## src/hcp_consts.svh

```systemverilog
`ifndef HCP_CONSTS_SVH
`define HCP_CONSTS_SVH

// Transfer size encodings on the two size lines
`define HCP_TSZ_BYTE   2'h1
`define HCP_TSZ_HALF   2'h2
`define HCP_TSZ_WORD   2'h0

// Port width selection codes
`define HCP_WIDTH_8    2'h0
`define HCP_WIDTH_16   2'h1
`define HCP_WIDTH_32   2'h2

// Byte lane masks for parity lanes in use
`define HCP_LANES_8    4'h1
`define HCP_LANES_16   4'h3
`define HCP_LANES_32   4'hF

// Reset values
`define HCP_DATA_RST   32'h0000_0000
`define HCP_PAR_RST    4'h0
`define HCP_ADDR_RST   18'h0_0000
`define HCP_CTL_IDLE   4'hF
`define HCP_CTL_OFF    4'h0
`define HCP_PIN_RST    36'h0_0000_0000

// Clock line stays an input while the port owns the pins
`define HCP_CTL_OE_PORT 4'h7

`endif

```

## src/hcp_pkg.sv

```systemverilog
package hcp_pkg;

  typedef enum logic [2:0] {
    HCP_IDLE  = 3'b000,
    HCP_WAIT  = 3'b001,
    HCP_RESP  = 3'b010,
    HCP_HOLD  = 3'b011
  } hcp_state_t;

  typedef enum logic [1:0] {
    HCP_ANS_ACK   = 2'b00,
    HCP_ANS_ERR   = 2'b01,
    HCP_ANS_RETRY = 2'b10
  } hcp_answer_t;

  // Request from the external master, as sampled on the pins
  typedef struct packed {
    logic        sel;
    logic        read;
    logic [1:0]  size;
    logic        burst;
    logic [17:0] addr;
    logic [31:0] wdata;
    logic [3:0]  wpar;
  } hcp_req_t;

  // Request towards the internal system bus
  typedef struct packed {
    logic        valid;
    logic        read;
    logic [1:0]  size;
    logic        burst;
    logic [17:0] addr;
    logic [31:0] wdata;
  } hcp_sys_req_t;

  // Answer from the internal system bus
  typedef struct packed {
    logic        done;
    logic        error;
    logic        retry;
    logic [31:0] rdata;
  } hcp_sys_rsp_t;

endpackage

```

## src/hcp_parity.sv

```systemverilog
`timescale 1ns/1ps
`include "hcp_consts.svh"

// Even parity per byte lane; unused lanes forced to zero.
module hcp_parity
  import hcp_pkg::*;
(
  input  wire logic [31:0] data_in,
  input  wire logic [1:0]  width_sel_in,
  output logic      [3:0]  parity_out,
  output logic      [3:0]  lanes_out
);

  function automatic logic [3:0] lane_mask(input logic [1:0] w);
    case (w)
      `HCP_WIDTH_8:  lane_mask = `HCP_LANES_8;
      `HCP_WIDTH_16: lane_mask = `HCP_LANES_16;
      default:       lane_mask = `HCP_LANES_32;
    endcase
  endfunction

  // Big-endian numbering: parity lane 0 covers D[0:7] = data[31:24]
  always_comb begin
    lanes_out     = lane_mask(width_sel_in);
    parity_out[0] = ^data_in[31:24] & lanes_out[0];
    parity_out[1] = ^data_in[23:16] & lanes_out[1];
    parity_out[2] = ^data_in[15:8]  & lanes_out[2];
    parity_out[3] = ^data_in[7:0]   & lanes_out[3];
  end

endmodule

```

## src/hcp_gpio.sv

```systemverilog
`timescale 1ns/1ps
`include "hcp_consts.svh"

// Pin mux: when the port is off, pins act as user I/O.
module hcp_gpio
  import hcp_pkg::*;
(
  input  wire logic        port_en_in,
  input  wire logic [3:0]  port_ctl_in,
  input  wire logic [3:0]  user_ctl_in,
  input  wire logic [3:0]  user_ctl_oe_in,
  input  wire logic [35:0] port_dat_in,
  input  wire logic        port_dat_oe_in,
  input  wire logic [35:0] user_dat_in,
  input  wire logic [35:0] user_dat_oe_in,
  output logic      [3:0]  ctl_out,
  output logic      [3:0]  ctl_oe_out,
  output logic      [35:0] dat_out,
  output logic      [35:0] dat_oe_out
);

  always_comb begin
    if (port_en_in) begin
      ctl_out    = port_ctl_in;
      ctl_oe_out = `HCP_CTL_OE_PORT;
      dat_out    = port_dat_in;
      dat_oe_out = {36{port_dat_oe_in}};
    end else begin
      ctl_out    = user_ctl_in;
      ctl_oe_out = user_ctl_oe_in;
      dat_out    = user_dat_in;
      dat_oe_out = user_dat_oe_in;
    end
  end

endmodule

```

## src/hcp_port.sv

```systemverilog
`timescale 1ns/1ps
`include "hcp_consts.svh"

// Operation
// - Acknowledge goes low when write data is taken or read data is driven.
// - A system bus error answers with transfer error acknowledge low instead.
// - Retry asks the master to drop the bus and repeat the cycle later.
// - Everything launches and samples on the rising host bus clock edge.
// - The host bus clock also clocks the internal system bus side.
// - Width select (8, 16 or 32 bits) sets the parity lanes only; reads drive all 32 data lines.
// - Master drives data on writes, the port drives it on reads only.
// - Parity width is 1, 2 or 4 bits, one bit per byte lane in use.
// - Parity bit n covers big-endian data byte n.
// - With the port disabled its pins serve as user I/O after configuration.
// - The port answers only with chip select low low and chip select high high.
module hcp_port
  import hcp_pkg::*;
(
  input  wire logic        mclk_in,
  input  wire logic        rst_n_in,
  input  wire logic        port_en_in,
  input  wire logic        cfg_done_in,
  input  wire logic [1:0]  width_sel_in,
  input  wire logic        chip_select_low_n_in,
  input  wire logic        chip_select_high_in,
  input  wire logic        transfer_start_n_in,
  input  wire logic        read_not_write_in,
  input  wire logic [1:0]  transfer_size_in,
  input  wire logic        burst_indicator_n_in,
  input  wire logic [17:0] addr_in,
  input  wire logic [31:0] data_in,
  input  wire logic [3:0]  byte_lane_parity_in,
  input  wire logic [3:0]  user_ctl_in,
  input  wire logic [3:0]  user_ctl_oe_in,
  input  wire logic [35:0] user_dat_in,
  input  wire logic [35:0] user_dat_oe_in,
  input  wire logic        sys_done_in,
  input  wire logic        sys_error_in,
  input  wire logic        sys_retry_in,
  input  wire logic [31:0] sys_rdata_in,
  output logic             sys_clk_out,
  output logic             sys_valid_out,
  output logic             sys_read_out,
  output logic      [1:0]  sys_size_out,
  output logic             sys_burst_out,
  output logic      [17:0] sys_addr_out,
  output logic      [31:0] sys_wdata_out,
  output logic             wr_parity_err_out,
  output logic      [3:0]  ctl_out,
  output logic      [3:0]  ctl_oe_out,
  output logic      [35:0] dat_out,
  output logic      [35:0] dat_oe_out
);

  // ----------------------------------------------------------------
  // Internal state
  // ----------------------------------------------------------------
  hcp_state_t   state_reg;
  hcp_state_t   state_next;
  hcp_sys_req_t sreq_reg;
  hcp_req_t     pin_req;
  logic         ack_n_reg;
  logic         tea_n_reg;
  logic         rtry_n_reg;
  logic [31:0]  rdata_reg;
  logic [3:0]   rpar_reg;
  logic         drive_reg;
  logic         perr_reg;
  logic [3:0]   rd_par;
  logic [3:0]   wr_par;
  logic [3:0]   lanes;
  logic         en;
  logic         hit;
  logic         take;
  logic         sys_answer;
  hcp_answer_t  answer_kind;

  // ----------------------------------------------------------------
  // Answer decoding
  // ----------------------------------------------------------------
  // Any kind of system bus answer ends the wait state
  function automatic logic answered(input logic done,
                                    input logic err,
                                    input logic rtry);
    answered = done | err | rtry;
  endfunction

  // Error beats retry beats done, so one strobe per transaction
  function automatic hcp_answer_t pick_answer(input logic err,
                                              input logic rtry);
    if (err) begin
      pick_answer = HCP_ANS_ERR;
    end else if (rtry) begin
      pick_answer = HCP_ANS_RETRY;
    end else begin
      pick_answer = HCP_ANS_ACK;
    end
  endfunction

  assign en = port_en_in & cfg_done_in;
  assign hit = en & ~chip_select_low_n_in & chip_select_high_in
             & ~transfer_start_n_in;
  // Only an idle port takes a cycle; starts while busy are dropped
  assign take        = hit & (state_reg == HCP_IDLE);
  assign sys_answer  = answered(sys_done_in, sys_error_in, sys_retry_in);
  assign answer_kind = pick_answer(sys_error_in, sys_retry_in);

  always_comb begin
    pin_req.sel   = hit;
    pin_req.read  = read_not_write_in;
    pin_req.size  = transfer_size_in;
    pin_req.burst = ~burst_indicator_n_in;
    pin_req.addr  = addr_in;
    pin_req.wdata = data_in;
    pin_req.wpar  = byte_lane_parity_in;
  end

  // ----------------------------------------------------------------
  // Parity
  // ----------------------------------------------------------------
  hcp_parity u_rpar (
    .data_in      (sys_rdata_in),
    .width_sel_in (width_sel_in),
    .parity_out   (rd_par),
    .lanes_out    (lanes)
  );

  hcp_parity u_wpar (
    .data_in      (data_in),
    .width_sel_in (width_sel_in),
    .parity_out   (wr_par),
    .lanes_out    ()
  );

  // ----------------------------------------------------------------
  // Transaction sequencer
  // ----------------------------------------------------------------
  always_comb begin
    state_next = state_reg;
    case (state_reg)
      HCP_IDLE: begin
        if (take) begin
          state_next = HCP_WAIT;
        end
      end
      // No time limit: the system bus always answers
      HCP_WAIT: begin
        if (sys_answer) begin
          state_next = HCP_RESP;
        end
      end
      HCP_RESP: begin
        state_next = HCP_HOLD;
      end
      // One turnaround cycle so the master sees the answer released
      HCP_HOLD: begin
        state_next = HCP_IDLE;
      end
      default: begin
        state_next = HCP_IDLE;
      end
    endcase
  end

  always_ff @(posedge mclk_in or negedge rst_n_in) begin
    if (!rst_n_in) begin
      state_reg <= HCP_IDLE;
    end else if (!en) begin
      state_reg <= HCP_IDLE;
    end else begin
      state_reg <= state_next;
    end
  end

  // ----------------------------------------------------------------
  // System bus request, clocked by the host bus clock
  // ----------------------------------------------------------------
  // A plain wire so both sides see the very same edges
  assign sys_clk_out = mclk_in;

  always_ff @(posedge mclk_in or negedge rst_n_in) begin
    if (!rst_n_in) begin
      sreq_reg <= '0;
    end else if (take) begin
      sreq_reg.valid <= 1'b1;
      sreq_reg.read  <= pin_req.read;
      sreq_reg.size  <= pin_req.size;
      sreq_reg.burst <= pin_req.burst;
      sreq_reg.addr  <= pin_req.addr;
      sreq_reg.wdata <= pin_req.read ? `HCP_DATA_RST : pin_req.wdata;
    end else if (state_reg == HCP_WAIT && sys_answer) begin
      sreq_reg.valid <= 1'b0;
    end else if (!en) begin
      // Disabling the port abandons a pending request
      sreq_reg.valid <= 1'b0;
    end
  end

  always_comb begin
    sys_valid_out = sreq_reg.valid;
    sys_read_out  = sreq_reg.read;
    sys_size_out  = sreq_reg.size;
    sys_burst_out = sreq_reg.burst;
    sys_addr_out  = sreq_reg.addr;
    sys_wdata_out = sreq_reg.wdata;
  end

  // Write parity check on lanes in use
  always_ff @(posedge mclk_in or negedge rst_n_in) begin
    if (!rst_n_in) begin
      perr_reg <= 1'b0;
    end else if (take && !pin_req.read) begin
      perr_reg <= |((wr_par ^ pin_req.wpar) & lanes);
    end else begin
      perr_reg <= 1'b0;
    end
  end
  assign wr_parity_err_out = perr_reg;

  // ----------------------------------------------------------------
  // Answer strobes: exactly one per transaction, error beats retry
  // ----------------------------------------------------------------
  always_ff @(posedge mclk_in or negedge rst_n_in) begin
    if (!rst_n_in) begin
      ack_n_reg  <= 1'b1;
      tea_n_reg  <= 1'b1;
      rtry_n_reg <= 1'b1;
    end else if (state_reg == HCP_WAIT && en && sys_answer) begin
      tea_n_reg  <= (answer_kind != HCP_ANS_ERR);
      rtry_n_reg <= (answer_kind != HCP_ANS_RETRY);
      ack_n_reg  <= (answer_kind != HCP_ANS_ACK);
    end else begin
      ack_n_reg  <= 1'b1;
      tea_n_reg  <= 1'b1;
      rtry_n_reg <= 1'b1;
    end
  end

  // Read data and parity launched with the acknowledge
  always_ff @(posedge mclk_in or negedge rst_n_in) begin
    if (!rst_n_in) begin
      rdata_reg <= `HCP_DATA_RST;
      rpar_reg  <= `HCP_PAR_RST;
      drive_reg <= 1'b0;
    end else if (state_reg == HCP_WAIT && en && sreq_reg.read
                 && sys_answer && answer_kind == HCP_ANS_ACK) begin
      rdata_reg <= sys_rdata_in;
      rpar_reg  <= rd_par;
      drive_reg <= 1'b1;
    end else begin
      // Drive lasts the acknowledge cycle only, then the lines turn round
      drive_reg <= 1'b0;
    end
  end

  // ----------------------------------------------------------------
  // Pin mux
  // ----------------------------------------------------------------
  logic [3:0]  mux_ctl;
  logic [3:0]  mux_ctl_oe;
  logic [35:0] mux_dat;
  logic [35:0] mux_dat_oe;

  hcp_gpio u_gpio (
    .port_en_in     (en),
    .port_ctl_in    ({1'b1, rtry_n_reg, tea_n_reg, ack_n_reg}),
    .user_ctl_in    (user_ctl_in),
    .user_ctl_oe_in (user_ctl_oe_in),
    .port_dat_in    ({rpar_reg, rdata_reg}),
    .port_dat_oe_in (drive_reg),
    .user_dat_in    (user_dat_in),
    .user_dat_oe_in (user_dat_oe_in),
    .ctl_out        (mux_ctl),
    .ctl_oe_out     (mux_ctl_oe),
    .dat_out        (mux_dat),
    .dat_oe_out     (mux_dat_oe)
  );

  // Registered pins; port enable change takes effect one cycle later
  always_ff @(posedge mclk_in or negedge rst_n_in) begin
    if (!rst_n_in) begin
      ctl_out    <= `HCP_CTL_IDLE;
      ctl_oe_out <= `HCP_CTL_OFF;
      dat_out    <= `HCP_PIN_RST;
      dat_oe_out <= `HCP_PIN_RST;
    end else begin
      ctl_out    <= mux_ctl;
      ctl_oe_out <= mux_ctl_oe;
      dat_out    <= mux_dat;
      dat_oe_out <= mux_dat_oe;
    end
  end

endmodule

```

## config.mk

```make
export PLATFORM = sky130hd
export DESIGN_NAME = hcp_port
export DESIGN_NICKNAME = d
export VERILOG_FILES = /design/src/hcp_pkg.sv /design/src/hcp_parity.sv /design/src/hcp_gpio.sv /design/src/hcp_port.sv
export VERILOG_INCLUDE_DIRS = /design/src
export SDC_FILE = /design/constraint.sdc
export NUM_CORES = 1
export LEC_CHECK = 0
export BUFFER_PORTS_ARGS = -buffer_cell sky130_fd_sc_hd__buf_2
export CORE_ASPECT_RATIO = 1.4
export CORE_MARGIN = 2
export CORE_UTILIZATION = 43
export CTS_CLUSTER_SIZE = 20
export DETAILED_ROUTE_END_ITERATION = 7
export PLACE_DENSITY = 0.75
export SLEW_MARGIN = 20
export SYNTH_ARGS = -nofsm -noshare
export SYNTH_HDL_FRONTEND = slang
export SYNTH_SLANG_ARGS = --single-unit
export TNS_END_PERCENT = 5
```

## constraint.sdc

```tcl
create_clock -name mclk_in -period 1.7 [get_ports mclk_in]
set_input_delay 0.34 -clock mclk_in [delete_from_list [all_inputs] [get_ports mclk_in]]
set_output_delay 0.34 -clock mclk_in [all_outputs]
set_load 0.01 [all_outputs]
```

-- Yosys cells after proc, flatten, opt, wreduce, memory -nomap -nowiden
Index checks and enable logic that the tools add are counted.
- register bits after elaboration: 179
- output and inout port bits: 137
- logic and storage cells: 88
- equality and inequality tests: 8
- multiplexer cells: 20
- bitwise gates (word level): 20
- reduce and logical (&&, ||, !) cells: 22
- operator list (cell ; count):
    $mux W36 ; 2
    $reduce_xor A8 Y1 ; 8
    $mux W32 ; 1
    $and A1 B1 Y1 ; 13
    $mux W3 ; 3
    $pmux W3 S3 ; 1
    $mux W1 ; 8
    $mux W4 ; 2
    $pmux W4 S2 ; 1
    $logic_and A1 B1 Y1 ; 7
    $ne A3 B3 Y1 const B ; 2
    $and A4 B4 Y4 ; 1
    $logic_not A2 Y1 ; 2
    $mux W2 ; 2
    $reduce_or A4 Y1 ; 1
    $xor A4 B4 Y4 ; 1
    $eq A3 B1 Y1 const B ; 1
    $eq A3 B2 Y1 const B ; 1
    $logic_not A3 Y1 ; 1
    $ne A3 B1 Y1 const B ; 1
    $not A1 Y1 ; 3
    $eq A2 B1 Y1 const B ; 1
    $ne A2 B1 Y1 const B ; 1
    $ne A2 B2 Y1 const B ; 1
    other kinds (4) ; 5

-- Depth between registers and ports, before layout
- word-level depth: 8
- mapped depth: 8

-- By module
From an unflattened synthesis, not the netlist that was laid out.
- cell total of the unflattened synthesis: 513
- area total of the unflattened synthesis: 8102.8 µm²
- modules (own cells, without submodules) (module ; times used ; cells each ; area an instance (µm²) ; seq. area each (µm²)):
    hcp_port ; 1 ; 349 ; 6173.4 ; 4463.0
    hcp_gpio ; 1 ; 92 ; 1343.8 ; 0.0
    hcp_parity ; 2 ; 36 ; 292.8 ; 0.0

==> flow_metrics.env <==
export IMPL_synth_top_cell_area_share=0.593
export IMPL_via_count=6188
export IMPL_post_route_cells_drive_above_1_share=0.374
export IMPL_io_buffer_count=318
export IMPL_worstReg2RegEnd="rdata_reg[10]$_DFFE_PN0P_"
export IMPL_full_die_area_um2=17800
export IMPL_ir_worst_vdd_uv=570
export IMPL_yosysWarningCount=0
export IMPL_place_worst_setup_slack_ps=-54.2
export IMPL_final_period_minus_worst_setup_slack_ps=1600
export IMPL_antenna_left=0
export IMPL_drt_pre_antenna_iters=5
export IMPL_setup_repair_after_global_routing_missed_its_margin="false"
export IMPL_gp_congestion=0.809
export IMPL_end_point_of_the_critical_path="rdata_reg[10]$_DFFE_PN0P_"
export IMPL_timing_max_cap_violations=0
export IMPL_synth_distinct_cells=32
export IMPL_placementRows=56
export IMPL_worst_setup_hold_path_clk_slew_ps=70
export IMPL_cpMostUsedCell="nand2_1"
export IMPL_worst_pin_slew_ps=494
export IMPL_synth_top_area_cell="dfrtp_1"
export IMPL_syn_instance_count=687
export IMPL_post_synth_most_frequent_cells="254 x nand2_1, 171 x dfrtp_1, 49 x xnor2_1"
export IMPL_startpoint="state_reg[1]$_DFFE_PN0P_"
export IMPL_syn_mean_instance_area_um2=10.5
export IMPL_total_power_mw=10.8
export IMPL_globalRoute_totalOverflow=0
export IMPL_timing_final_hold_violations=0
export IMPL_critPathMaxFanout=11
export IMPL_min_period_over_period=0.940
export IMPL_grt_pass1_wl_um=30800
export IMPL_r2r_setup_slk_ps=100
export IMPL_max_stage_delay_ps=380
export IMPL_post_synth_top_count_cell="nand2_1"
export IMPL_layoutNonFillerInstCount=1307
export IMPL_synth_cell_area_um2=7220
export IMPL_drc=0
export IMPL_vias_per_cell=4.73
export IMPL_synth_edf_count=0
export IMPL_timing_critical_path_cells="inv_1 > ha_2 > and3_4 > nand4_1 > buf_4 > inv_4 > buf_6 > nand2_1 > nand2_1"
export IMPL_initial_core_util=0.435
export IMPL_cts_tree="built"
export IMPL_synth_ff_latch_count=178
export IMPL_area_growth_syn_to_layout_pct=48.1
export IMPL_finalNetCount=1275
export IMPL_post_place_cells=1192
export IMPL_postLayoutSetupSlackWorst_ps=102
export IMPL_worst_r2r_startpoint="state_reg[1]$_DFFE_PN0P_"
export IMPL_maxClockFrequency_mhz=626
export IMPL_outcome="complete, no violations"
export IMPL_drt_total_wl_um=20700
export IMPL_place_detailed_hpwl_um=14000
export IMPL_crit_path_capture_type="flop"
export IMPL_ios=319
export IMPL_fp_coreArea_um2=16600
export IMPL_synth_seq_area_share=0.619
export IMPL_postSynth_topFlopCell="dfrtp_1"
export IMPL_timing_setup_critical_path_class="flop to flop"
export IMPL_routed_wire_length_per_instance_um=15.9
export IMPL_finalHoldWorstSlack_ps=18.2
export IMPL_required_time_at_the_worst_slack_endpoint_ps=2180
export IMPL_grt_start_max_net_pins=55
export IMPL_die_boundary_height_um=157
export IMPL_setup_viol=0
export IMPL_clock_insertion_delay_worst_skew_ps=530
export IMPL_syn_nets=872
export IMPL_grtUsageTotal=0.226
export IMPL_slew_limit_headroom=0.671
export IMPL_floorplan_die_width_um=113
export IMPL_critical_path_startpoint_type="flop"
export IMPL_cellLeakagePower_nw=5.85
export IMPL_r2r_worst_path_cells=9
export IMPL_yosys_top_cells_area="dfrtp_1 59%, nand2_1 13%, xnor2_1 5.9%"
export IMPL_antenna_found_initial=0
export IMPL_timing_critical_path_slowest_stage_cell="dfrtp_1"
export IMPL_initialDrtViolationCount=289
export IMPL_clock_skew_ps=10.7
export IMPL_min_path_type="input port to flop"
export IMPL_top_regs="dat_oe_out: 36 flops, dat_out: 36 flops"
export IMPL_worst_endpoint_arrival_ps=2070
export IMPL_final_max_slew_violation_count=0
export IMPL_power_per_cell_area_nw_per_um2=1010
export IMPL_grt_pass1_vias=6266
export IMPL_ys_async_sr_fraction=1.00
==> cells in the final DEF (no fill, tap or decap), drive strengths merged, types with 2 or more instances in the layout <==
cell,netlist,routed
clkbuf,27,22
xnor2,49,49
xnor3,3,3
nand2b,34,34
or2b,2,2
nand3,2,2
ha,3,3
mux2,21,21
buf,10,341
dfrtp,171,171
a21o,36,36
and2,2,2
and3,2,2
nand2,254,254
o21ai,40,40
dlygate4sd3,0,75
clkinv,1,8
xor2,5,5
dfstp,7,7
clkinvlp,0,2
nor2,5,5
inv,4,10
==> layer usage <==
| layer | GRT usage | vias up | routed length (µm) |
|---|---|---|---|
| met4 | 0.124 | 0 | 767 |
| li1 | - | 2980 | - |
| met3 | 0.0528 | 48 | 1090 |
| met1 | 0.244 | 2934 | 7710 |
| met5 | 0 | - | 0 |
| met2 | 0.407 | 226 | 11200 |
==> critical path, delay by kind of cell (launching register included) <==
kind	cells	cell delay [ps]
buffers and inverters	4	550
adders and majority gates	1	210
and+or+nand+nor	4	390
DFF	1	380
==> worst min-delay path by stage <==
stage                             startpoint                   endpoint  depth (start not counted)
after detailed placement            rst_n_in       dat_out[7]$_DFF_PN0_                          1
after global routing      user_dat_oe_in[25]   dat_oe_out[25]$_DFF_PN0_                          2
after floorplan                     rst_n_in    ctl_oe_out[0]$_DFF_PN0_                          0
after CTS                   sys_rdata_in[18]  rdata_reg[18]$_DFFE_PN0P_                          3
after global placement              rst_n_in    dat_oe_out[7]$_DFF_PN0_                          1
final                       sys_rdata_in[18]  rdata_reg[18]$_DFFE_PN0P_                          3
==> stage by stage <==
stage          utilization  area [µm²]  TNS [ps]
3_3_place_gp         0.553        9190         0
3_5_place_dp         0.553        9190      -677
6_report             0.644       10700         0
2_1_floorplan            -        7220         0
5_1_grt              0.644       10700         0
4_1_cts              0.638       10600         0
==> where the power goes <==
part	internal (mW)	switching, mW	total [mW]
registers	4.63	0.165	4.80
logic	0.955	0.937	1.89
clock network	2.26	1.88	4.14
==> layout make-up <==
type / instances / area, µm²
antenna: 1 / 2.50
clock buffer: 21 / 505
clock inverter: 15 / 149
fill: 1290 / 5920
inverter: 5 / 21.3
multi-input combinational: 467 / 2610
sequential: 178 / 4460
tap: 203 / 254
timing repair buffer: 417 / 2690
==> logic make-up after synthesis <==
logic type	count (synthesis)	share of synthesized area
mux	21	0.0328
simple gates	305	0.175
buf+inv	42	0.0234
fa+ha+maj	3	0.00520
compound gates	81	0.0704
flops	178	0.619
xor+xnor	57	0.0749
==> repair_timing <==
item / 4_1_cts / 5_1_grt
hold buffers: 75 / 0
setup endpoints to repair: 22 / 36
buffers inserted: 0 / 1
cloned: 0 / 3
endpoints found under the hold margin: 106 / 0
pin swaps: 0 / 1
gates resized for setup: 1 / 7
No activity file was read; power rests on OpenSTA's default activity.
